**config.mk**
```make
export PLATFORM = sky130hd
export DESIGN_NAME = lfs_supervisor
export DESIGN_NICKNAME = d
export VERILOG_FILES = /design/src/verilog/lfs_pkg.sv /design/src/verilog/lfs_supervisor.sv
export VERILOG_INCLUDE_DIRS = /design/src /design/src/verilog
export SDC_FILE = /design/constraint.sdc
export NUM_CORES = 1
export LEC_CHECK = 0
export BUFFER_PORTS_ARGS = -buffer_cell sky130_fd_sc_hd__buf_2
export CORE_ASPECT_RATIO = 0.8
export CORE_MARGIN = 2
export CORE_UTILIZATION = 45
export DETAILED_ROUTE_END_ITERATION = 16
export GPL_ROUTABILITY_DRIVEN = 0
export PLACE_DENSITY = 0.8
export RECOVER_POWER = 100
export SETUP_SLACK_MARGIN = 0.5
export SLEW_MARGIN = 40
export SYNTH_ARGS = -nofsm -noshare
export SYNTH_HDL_FRONTEND = slang
export SYNTH_SLANG_ARGS = --single-unit
```
**constraint.sdc**
```tcl
create_clock -name core_clk -period 1.9 [get_ports core_clk]
set_input_delay 0 -clock core_clk [delete_from_list [all_inputs] [get_ports core_clk]]
set_output_delay 0 -clock core_clk [all_outputs]
set_load 0.01 [all_outputs]
```
**src/verilog/lfs_cfg.svh**
```systemverilog
// constants of the fault and supply supervisor: offsets, field positions, timing
// assumes inclusion by bare name from the package and the design module
`ifndef LFS_CFG_SVH
`define LFS_CFG_SVH

// core clock rate
`define LFS_CLK_MHZ 100
// mismatch report hold-off after the transmit line falls, in microseconds
`define LFS_MISMATCH_US 25
// regulator short-circuit recovery time, in milliseconds
`define LFS_RETRY_MS 3
`define LFS_MISMATCH_CYC (`LFS_MISMATCH_US * `LFS_CLK_MHZ)
`define LFS_RETRY_CYC (`LFS_RETRY_MS * 1000 * `LFS_CLK_MHZ)

// register byte offsets
`define LFS_OFS_CTRL 4'h0
`define LFS_OFS_STATUS 4'h4
`define LFS_OFS_EVENT 4'h8
// control fields
`define LFS_CTRL_OPT_3V3 0
`define LFS_CTRL_ALT_THR 1
`define LFS_CTRL_RESET 2'h0
// status fields
`define LFS_ST_MISMATCH 0
`define LFS_ST_THERMAL 1
`define LFS_ST_REG_ON 2
`define LFS_ST_HOST_OFF 3
`define LFS_ST_PDOWN 4
`define LFS_ST_DRV_EN 5
`define LFS_ST_STATE_LO 8
// event fields (sticky, write one to clear)
`define LFS_EV_MISMATCH 0
`define LFS_EV_SHORT 1
`define LFS_EV_UNDERV 2
`define LFS_EV_THERMAL 3
`define LFS_EV_WIDTH 4

`endif

```
**src/verilog/lfs_pkg.sv**
```systemverilog
// types shared by the fault and supply supervisor
// assumes lfs_cfg.svh is on the include path
`include "lfs_cfg.svh"

package lfs_pkg;

  // inputs that arrive from pins or analog comparators, outside the clock domain
  typedef struct packed {
    logic tx_data;          // transmit data from the host
    logic bus_line_level;   // sensed bus level, high = recessive
    logic fault_pin_in;     // level seen on the fault / tx-enable pin
    logic thermal_hot;      // overtemperature detector
    logic overload;         // regulator current limit active
    logic vreg_below_3v5;   // regulator output below 3.5 V
    logic vreg_below_2v5;   // regulator output below 2.5 V
    logic vbb_above_6v0;    // battery at or above 6.0 V
    logic vbb_above_5v75;   // battery above 5.75 V
    logic track_below_3v5;  // tracking output fell to 3.5 V
    logic track_below_4v25; // tracking output fell to 4.25 V
  } lfs_pins_t;

  // regulator sequencing states
  typedef enum logic [2:0] {
    LFS_REG_START,
    LFS_REG_ON,
    LFS_REG_UV_OFF,
    LFS_REG_SHORT_OFF,
    LFS_REG_HOT_OFF,
    LFS_REG_PDOWN
  } lfs_reg_state_t;

endpackage

```
**src/verilog/lfs_supervisor.sv**
```systemverilog
// fault / transmitter-enable pin logic and regulator supervision of a bus transceiver
// assumes analog comparators and pins arrive asynchronously; powerdown request comes
// from the mode logic on core_clk; open-drain pins are resolved outside
//
// Functional notes
// - fault pin low keeps transmitter off
// - compare transmit against bus, debounced
// - mismatch valid only 25 us after fall
// - bus short or thermal pulls pin low
// - regulator not good pulls pin low
// - transmit low, bus high flags short
// - agreeing levels leave pin released
// - thermal shutdown forces pin low
// - host low on pin is transmitter-off
// - reset high while supply valid
// - reset asserted on entering powerdown
// - restart regulator at 6.0 V battery
// - alternate thresholds 4.25 V off, 5.75 on
// - start at 6.0 V; monitor off in powerdown
// - short: off, wait 3 ms, recheck
// - overtemperature with tx high, or tx and rx low, shuts regulator until cool
// - 3.3 V option trips at 2.5 V
// - bus follows transmit, receive follows bus
// - pin level selects transmitter-off or operation
//
// Chosen here: the register offsets and the plain strobed port.
`timescale 1ns/100ps
`default_nettype none
`include "lfs_cfg.svh"

module lfs_supervisor
  import lfs_pkg::*;
#(
  parameter int MISMATCH_CYC = `LFS_MISMATCH_CYC,
  parameter int RETRY_CYC = `LFS_RETRY_CYC
) (
  input wire logic core_clk,
  input wire logic reset,
  input wire lfs_pins_t pins,
  input wire logic powerdown_req,
  input wire logic [3:0] reg_addr,
  input wire logic [31:0] reg_wdata,
  input wire logic reg_wr,
  input wire logic reg_rd,
  output logic [31:0] reg_rdata,
  output logic bus_line_out,
  output logic bus_line_oe,
  output logic rx_data,
  output logic fault_or_tx_enable_pin_out,
  output logic fault_or_tx_enable_pin_oe,
  output logic supply_reset_n_out,
  output logic supply_reset_n_oe,
  output logic regulator_enable
);

  localparam int NPINS = $bits(lfs_pins_t);
  localparam int MW = $clog2(MISMATCH_CYC + 1);
  localparam int RW = $clog2(RETRY_CYC + 1);
  localparam logic [MW-1:0] MISMATCH_MAX = MW'(MISMATCH_CYC);
  localparam logic [RW-1:0] RETRY_LOAD = RW'(RETRY_CYC);

  // synchroniser stages and filtered levels
  logic [NPINS-1:0] sync_a;
  logic [NPINS-1:0] sync_b;
  logic [NPINS-1:0] sync_c;
  logic [NPINS-1:0] filt;
  lfs_pins_t in_f;

  // control and state
  logic [1:0] ctrl;
  logic [`LFS_EV_WIDTH-1:0] events;
  lfs_reg_state_t reg_state;
  lfs_reg_state_t next_reg_state;
  logic [RW-1:0] retry_cnt;
  logic [MW-1:0] mismatch_cnt;
  logic mismatch_fault;
  logic fault_drive;

  // derived conditions
  logic opt_3v3;
  logic alt_thr;
  logic vreg_trip;
  logic track_floor;
  logic restart_ok;
  logic reg_good;
  logic host_tx_off;
  logic mismatch_now;
  logic short_now;
  logic hot_reg_off;
  logic next_fault_drive;
  logic next_drv_en;
  logic drv_en;
  logic wr_ctrl;
  logic wr_event;

  // three flops per input; a new level is accepted once the last two agree,
  // so a single metastable sample never reaches the logic
  genvar gi;
  generate
    for (gi = 0; gi < NPINS; gi++) begin : g_sync
      always_ff @(posedge core_clk) begin
        if (reset) begin
          sync_a[gi] <= 1'b0;
          sync_b[gi] <= 1'b0;
          sync_c[gi] <= 1'b0;
          filt[gi] <= 1'b0;
        end else begin
          sync_a[gi] <= pins[gi];
          sync_b[gi] <= sync_a[gi];
          sync_c[gi] <= sync_b[gi];
          if (sync_b[gi] == sync_c[gi]) begin
            filt[gi] <= sync_c[gi];
          end
        end
      end
    end
  endgenerate

  assign in_f = lfs_pins_t'(filt);

  // option selection from the control register
  assign opt_3v3 = ctrl[`LFS_CTRL_OPT_3V3];
  assign alt_thr = ctrl[`LFS_CTRL_ALT_THR];
  assign vreg_trip = opt_3v3 ? in_f.vreg_below_2v5 : in_f.vreg_below_3v5;
  assign track_floor = alt_thr ? in_f.track_below_4v25 : in_f.track_below_3v5;
  assign restart_ok = alt_thr ? in_f.vbb_above_5v75 : in_f.vbb_above_6v0;
  assign reg_good = (reg_state == LFS_REG_ON);
  // short seen while current limit holds the output down
  assign short_now = in_f.overload & vreg_trip;
  // overtemperature with tx and rx low, or tx high
  assign hot_reg_off = in_f.thermal_hot &
                       ((~in_f.tx_data & ~in_f.bus_line_level) | in_f.tx_data);

  // pin low while we release it means the host commands transmitter-off
  // right after our own release the synchronised level lags a few cycles
  assign host_tx_off = ~in_f.fault_pin_in & ~fault_drive;

  // transmit low while the bus stays recessive is a short to battery
  assign mismatch_now = ~in_f.tx_data & in_f.bus_line_level & ~host_tx_off;

  // the count restarts whenever agreement returns, so only a disagreement
  // that fills the whole window reports a fault
  always_ff @(posedge core_clk) begin
    if (reset) begin
      mismatch_cnt <= '0;
      mismatch_fault <= 1'b0;
    end else if (!mismatch_now) begin
      mismatch_cnt <= '0;
      mismatch_fault <= 1'b0;
    end else if (mismatch_cnt == MISMATCH_MAX) begin
      // window of 25 us after the transmit fall
      mismatch_fault <= 1'b1;
    end else begin
      mismatch_cnt <= mismatch_cnt + MW'(1);
    end
  end

  // regulator sequencing: start, tracking cut-off, short retry, thermal and powerdown
  always_comb begin
    next_reg_state = reg_state;
    case (reg_state)
      LFS_REG_START: begin
        // operation starts only at 6.0 V
        if (in_f.vbb_above_6v0) begin
          next_reg_state = LFS_REG_ON;
        end
      end
      LFS_REG_ON: begin
        if (hot_reg_off) begin
          next_reg_state = LFS_REG_HOT_OFF;
        end else if (short_now) begin
          next_reg_state = LFS_REG_SHORT_OFF;
        end else if (track_floor && !in_f.overload) begin
          next_reg_state = LFS_REG_UV_OFF;
        end
      end
      LFS_REG_UV_OFF: begin
        if (restart_ok) begin
          next_reg_state = LFS_REG_ON;
        end
      end
      LFS_REG_SHORT_OFF: begin
        if (retry_cnt == '0 && !vreg_trip) begin
          next_reg_state = LFS_REG_ON;
        end
      end
      LFS_REG_HOT_OFF: begin
        if (!in_f.thermal_hot) begin
          next_reg_state = LFS_REG_ON;
        end
      end
      LFS_REG_PDOWN: begin
        next_reg_state = LFS_REG_START;
      end
      default: begin
        next_reg_state = LFS_REG_START;
      end
    endcase
    // powerdown overrides everything and keeps the monitor off
    if (powerdown_req) begin
      next_reg_state = LFS_REG_PDOWN;
    end
  end

  // state register
  always_ff @(posedge core_clk) begin
    if (reset) begin
      reg_state <= LFS_REG_START;
    end else begin
      reg_state <= next_reg_state;
    end
  end

  // recovery timer, reloaded each time the short is still present
  always_ff @(posedge core_clk) begin
    if (reset) begin
      retry_cnt <= '0;
    end else if (next_reg_state == LFS_REG_SHORT_OFF &&
                 (reg_state != LFS_REG_SHORT_OFF || retry_cnt == '0)) begin
      retry_cnt <= RETRY_LOAD;
    end else if (retry_cnt != '0) begin
      retry_cnt <= retry_cnt - RW'(1);
    end
  end

  // fault sources that pull the shared pin low
  always_comb begin
    // thermal shutdown regardless of tx and rx
    next_fault_drive = mismatch_fault | in_f.thermal_hot | (next_reg_state != LFS_REG_ON);
    // a low pin, ours or the host's, disables the driver
    // a high pin returns to operation
    next_drv_en = ~next_fault_drive & in_f.fault_pin_in;
  end

  // pin, driver and regulator outputs, all registered
  always_ff @(posedge core_clk) begin
    if (reset) begin
      fault_drive <= 1'b1;
      drv_en <= 1'b0;
      fault_or_tx_enable_pin_out <= 1'b0;
      fault_or_tx_enable_pin_oe <= 1'b1;
      bus_line_out <= 1'b0;
      bus_line_oe <= 1'b0;
      rx_data <= 1'b1;
      regulator_enable <= 1'b0;
    end else begin
      fault_drive <= next_fault_drive;
      drv_en <= next_drv_en;
      // released (pin high) unless a fault pulls it low
      fault_or_tx_enable_pin_out <= 1'b0;
      fault_or_tx_enable_pin_oe <= next_fault_drive;
      // dominant only for transmit low with the driver enabled
      bus_line_out <= 1'b0;
      bus_line_oe <= next_drv_en & ~in_f.tx_data;
      rx_data <= in_f.bus_line_level;
      regulator_enable <= (next_reg_state == LFS_REG_ON);
    end
  end

  // supply reset pin: open drain, low while the supply is not valid
  always_ff @(posedge core_clk) begin
    if (reset) begin
      supply_reset_n_out <= 1'b0;
      supply_reset_n_oe <= 1'b1;
    end else begin
      supply_reset_n_out <= 1'b0;
      // held high only while the regulator is good
      supply_reset_n_oe <= (next_reg_state != LFS_REG_ON) | powerdown_req;
    end
  end

  // register decode
  assign wr_ctrl = reg_wr && (reg_addr == `LFS_OFS_CTRL);
  assign wr_event = reg_wr && (reg_addr == `LFS_OFS_EVENT);

  // control register steers the trip and restart thresholds
  always_ff @(posedge core_clk) begin
    if (reset) begin
      ctrl <= `LFS_CTRL_RESET;
    end else if (wr_ctrl) begin
      ctrl <= reg_wdata[1:0];
    end
  end

  // sticky events; a new event in the clearing cycle survives the clear
  always_ff @(posedge core_clk) begin
    if (reset) begin
      events <= '0;
    end else begin
      events <= (events & ~(wr_event ? reg_wdata[`LFS_EV_WIDTH-1:0] : '0)) |
                {in_f.thermal_hot,
                 (reg_state == LFS_REG_ON && next_reg_state == LFS_REG_UV_OFF),
                 (reg_state == LFS_REG_ON && next_reg_state == LFS_REG_SHORT_OFF),
                 mismatch_fault};
    end
  end

  // read data stands only in the cycle after the read strobe
  always_ff @(posedge core_clk) begin
    if (reset) begin
      reg_rdata <= '0;
    end else begin
      reg_rdata <= '0;
      if (reg_rd) begin
        case (reg_addr)
          `LFS_OFS_CTRL: begin
            reg_rdata[1:0] <= ctrl;
          end
          `LFS_OFS_STATUS: begin
            reg_rdata[`LFS_ST_MISMATCH] <= mismatch_fault;
            reg_rdata[`LFS_ST_THERMAL] <= in_f.thermal_hot;
            reg_rdata[`LFS_ST_REG_ON] <= reg_good;
            reg_rdata[`LFS_ST_HOST_OFF] <= host_tx_off;
            reg_rdata[`LFS_ST_PDOWN] <= (reg_state == LFS_REG_PDOWN);
            reg_rdata[`LFS_ST_DRV_EN] <= drv_en;
            reg_rdata[`LFS_ST_STATE_LO +: 3] <= reg_state;
          end
          `LFS_OFS_EVENT: begin
            reg_rdata[`LFS_EV_WIDTH-1:0] <= events;
          end
          default: begin
            reg_rdata <= '0;
          end
        endcase
      end
    end
  end

endmodule

`default_nettype wire

```
# Word level (Yosys, flattened, before mapping)
# Cells that the tools add are included.
# op_classes
add_sub_neg,2
mul,0
n_div,0
magnitude_cmp,0
n_eq_ne,24
shift,0
muxes,17
n_bitwise,24
n_reduce_logical,19
# ops
op,count
two-way mux 19 bit,2
two-way mux 3 bit,8
zero test 19 bit,1
nonzero test 19 bit,1
subtractor 19 x 1 -> 19 bit (second input constant),1
one-hot mux 3 bit (5 select lines),1
adder 12 x 1 -> 12 bit (second input constant),1
== test 12 bit (second input constant),1
== test 3 x 2 -> 1 bit (second input constant),4
== test 1 bit,11
inverter 1 bit,9
bitwise AND 1 bit,8
logical AND 1 bit,7
== test 3 x 1 -> 1 bit (second input constant),2
== test 3 bit (second input constant),2
one-hot mux 2 bit (3 select lines),1
OR reduction 2 bit,3
bitwise AND 4 bit,1
== test 4 x 3 -> 1 bit (second input constant),1
== test 4 bit (second input constant),1
zero test 4 bit,1
two-way mux 4 bit,1
inverter 4 bit,1
OR 1 bit,4
10 further kinds,13
# word_totals
register_bits,123
latchBits,0
ram_bits,0
mem_bits_ro,0
input_bits,52
output_inout_bits,40
elab_cells,146
memories,0

# Longest topological paths before layout
# logic_depth
ltp_word,12
mapped_depth,8
depth_no_buf,7

# Least setup slack after synthesis
# No wires, ideal clock.
# synth_path
path_kind,flip-flop to flip-flop
startpoint,reg retry_cnt[0]
endpoint,reg retry_cnt[6]
setup_ns,0.143
t_arrival_ns,1.831
path_slack_ns,-0.074
path_stages_with_launch,9
path_buffers,1
path_cell_list,dfxtp_1 -> inv_1 -> ha_1 -> nor4b_1 -> and4_1 -> buf_2 -> a2111oi_1 -> xnor2_1 -> o22ai_2
# synth_between
elab_chain_len,8
word_cells_on_any_way,13
classes_between,add/sub (1); eq/ne (1); mux (5); reduce/logical (6)
# synth_rtl
item,line,rtl
"start, declared",lfs_supervisor.sv:74,logic [RW-1:0] retry_cnt;
"start signal, assigned",lfs_supervisor.sv:222,retry_cnt <= retry_cnt - RW'(1);
zero test 19 bit,"lfs_supervisor.sv:183, lfs_supervisor.sv:219",
logical AND 1 bit,lfs_supervisor.sv:183,if (retry_cnt == '0 && !vreg_trip) begin
two-way mux 3 bit,lfs_supervisor.sv:183,
one-hot mux 3 bit (5 select lines),lfs_supervisor.sv:161,case (reg_state)
two-way mux 3 bit,lfs_supervisor.sv:200,if (powerdown_req) begin
== test 3 x 2 -> 1 bit,lfs_supervisor.sv:218,end else if (next_reg_state == LFS_REG_SHORT_OFF &&
logical AND 1 bit,lfs_supervisor.sv:218,
two-way mux 19 bit / nonzero test 2 bit (equally long branches),--,
# Several ways; a longest one is shown, not always the timed one. The select of a mux whose other input is x is not followed.
# A chain may end at the register's enable or synchronous reset.

# Worst setup path after layout
# layout_path
startpoint,reg retry_cnt[5]
endpoint,reg retry_cnt[12]
# The elaborated chain is that of the path after synthesis.

==> impl_metrics.ini <==
[global_routing]
grt_antenna_before_repair = 0
grt_pass1_wl_um = 15100
grt_pass1_vias = 3207
grt.total_usage = 0.182
overflow = 0
grt_max_degree = 48

[yosys]
synthAdderAreaFrac = 0.0117
yosys_register_bits = 100
synth-edff-count = 0
synth_top_family_by_area = simple AND/OR/NAND/NOR gates
yosysTopAreaCell = dfxtp_1
synthCells = 444
synth-async-reset-ratio = 0
synth.top_cell.area_share = 0.469
syn_area_per_cell_um2 = 9.62
yosys-top-cells-area = dfxtp_1 47%, nor2b_1 5.9%, buf_4 4.9%, a21oi_1 3.4%, nor2_1 3.3%
yosysSeqAreaShare = 0.469
synth_flop_cell = dfxtp_1
yosys_warnings = 0
synth_xor_area_frac = 0.0369
synth_compound_area_frac = 0.147
synth-simple-area-share = 0.225
synthesis.area_um2 = 4270
ys_top_cells_by_count = 100 x dfxtp_1, 40 x nor2b_1, 37 x nor2_1, 29 x a21oi_1, 28 x buf_4
synth.distinct_cells = 64
synthMuxAreaShare = 0.0287
post-synth-top-count-cell = dfxtp_1

[placement]
place_ws_ns = 0.0174
dp_hpwl_um = 5960
io_buffer_count = 37

[flow_run]
maxCapViolations = 0

[detailed_routing]
postRouteAntennaNets = 0
drt_iter0_drc = 214
wirelength_um = 8970
avgViaCountPerCell = 5.17
wl_per_cell_um = 13.9
vias = 3329
drc = 5
first_pass_iters = 11

[setup_path]
required_ns = 2.17
cp_max_fo = 8
critPathArrivalTime_ns = 2.17
worstSetupPathType = register to register
end_kind = register
cp-start-kind = register

[cts]
cts_tree = done
cts_max_level = 3
clkTransAtPathRegs_ns = 0.06
numCtsBuffers = 9
clock-sinks = 100
clock_latency_ns = 0.35
root_buffer = clkbuf_16
cts_buffer_depth = 2

[die]
rows = 31
die_area_um2 = 10300
ios = 92
die_w_um = 113
initial_core_util = 0.467
die_y_um = 91.2
core-area_um2 = 9150

[timing]
slew_headroom = 0.651
hold_violations = 0
skew_ns = 0.00894
worst_pin_slew_ns = 0.516
layout_min_cycle_time_ns = 1.90
period_share = 1.00
drv_slew = 0
setup_viol = 2
tns_ns = -0.00523
rsz0062_at_grt = yes
final.setup.worst_slack_ns = -0.00464
timing.fmax_ghz = 0.525

[status]
violations = design-rule violations, negative setup slack
outcome = finished, violations left

[power]
powerDensity_nw_per_um2 = 1300
p_leak_uw = 0.00211
ir_worst_vdd_v = 0.000747

[finish]
diodes = 0
nNetsFinal = 581
drive_gt1_frac = 0.323
area_growth_pct = 28.1
fin_util = 0.598

[hold_path]
hold_path.class = input pin to register
worst paths after layout:
kind	start	end	slack (ns)	cells after the start
hold reg to reg	drv_en$_SDFF_PP0_	reg_rdata[5]$_SDFF_PP0_	0.44	1
setup / recovery	retry_cnt[5]$_SDFFE_PP0P_	retry_cnt[12]$_SDFFE_PP0P_	-0.005	6
hold / removal	reg_rd	reg_rdata[1]$_SDFF_PP0_	0.04	3
setup reg to reg	retry_cnt[5]$_SDFFE_PP0P_	retry_cnt[12]$_SDFFE_PP0P_	-0.005	6
power by group:
part           internal [uW]  switching (uW)
Combinational           1370            1390
Clock                   1060             771
Sequential              2310             225
flip-flops by register name (all words and copies together) (netlist names):
register and cells:
mismatch_fault 1, reg_rdata 9, drv_en 1, supply_reset_n_oe 1, mismatch_cnt 12, sync_b 11, ctrl 2, retry_cnt 19
regulator_enable 1, fault_drive 1, reg_state 3, sync_a 11, events 4, bus_line_oe 1, rx_data 1, filt 11
sync_c 11
stage by stage:
| step | instances | power (uW) | instance area [um^2] | hold slack (ns) |
|---|---|---|---|---|
| detailed placement | 601 | 4940 | 4740 | 0.213 |
| global route | 644 | 7500 | 5470 | 0.0435 |
| finish | 644 | 7130 | 5470 | 0.0386 |
| CTS | 640 | 6930 | 5330 | 0.0249 |
| floorplan | 469 | 4370 | 4510 | 0.128 |
| global placement | 601 | 4860 | 4740 | 0.207 |
critical path: stages, from the launching register on:
cell	delay (ns)
dfxtp_2	0.33
or4_4	0.58
nor3_4	0.19
a21o_1	0.18
a21bo_1	0.24
buf_12	0.15
o22ai_2	0.16
repair_timing:
item	CTS	global route
buffers inserted	7	4
cloned	1	0
setup endpoints to repair	38	39
pin swaps	5	11
hold endpoints to repair	19	0
resized for setup	25	28
hold buffers	16	0
logic make-up after synthesis:
group	count (synthesis)
AO/OA/AOI/OAI	85
flip-flops	100
XOR/XNOR	18
multiplexers	12
other	1
buffers and inverters	57
adder cells (fa/ha/maj)	4
AND/OR/NAND/NOR	167
metal layers:
| metal | global-route usage | vias up | part of all wire |
|---|---|---|---|
| li1 | - | 1656 | - |
| met4 | 0.0600 | 0 | 0.011 |
| met2 | 0.283 | 87 | 0.47 |
| met3 | 0.0648 | 9 | 0.051 |
| met1 | 0.236 | 1577 | 0.47 |
| met5 | 0 | - | 0 |
layout make-up:
class | count | area, um^2
Timing Repair Buffer | 91 | 676
Clock inverter | 5 | 60.1
Fill cell | 722 | 3680
Clock buffer | 10 | 239
Sequential cell | 100 | 2030
Multi-Input combinational cell | 312 | 2270
Tap cell | 115 | 144
Inverter | 11 | 53.8
placed cells by master (no fill, tap or decap), types with 4 or more instances in the layout:
| cell type | Yosys | final |
|---|---|---|
| nor2_1 | 37 | 35 |
| nor3_1 | 7 | 4 |
| mux2i_1 | 10 | 7 |
| xnor2_1 | 8 | 8 |
| and2_1 | 5 | 4 |
| a21oi_2 | 1 | 4 |
| buf_4 | 28 | 31 |
| a211oi_2 | 8 | 8 |
| dfxtp_4 | 0 | 4 |
| o21ai_0 | 19 | 18 |
| dfxtp_2 | 0 | 11 |
| conb_1 | 1 | 26 |
| or3_1 | 7 | 6 |
| xor2_1 | 10 | 10 |
| a21oi_1 | 29 | 25 |
| inv_1 | 10 | 7 |
| nand2_1 | 25 | 24 |
| buf_2 | 3 | 37 |
| dlygate4sd3_1 | 0 | 16 |
| nand4_1 | 8 | 8 |
| nor2b_1 | 40 | 39 |
| o22ai_2 | 8 | 8 |
| clkbuf_16 | 0 | 9 |
| dfxtp_1 | 100 | 85 |
Power figures use the tool's default switching activity.
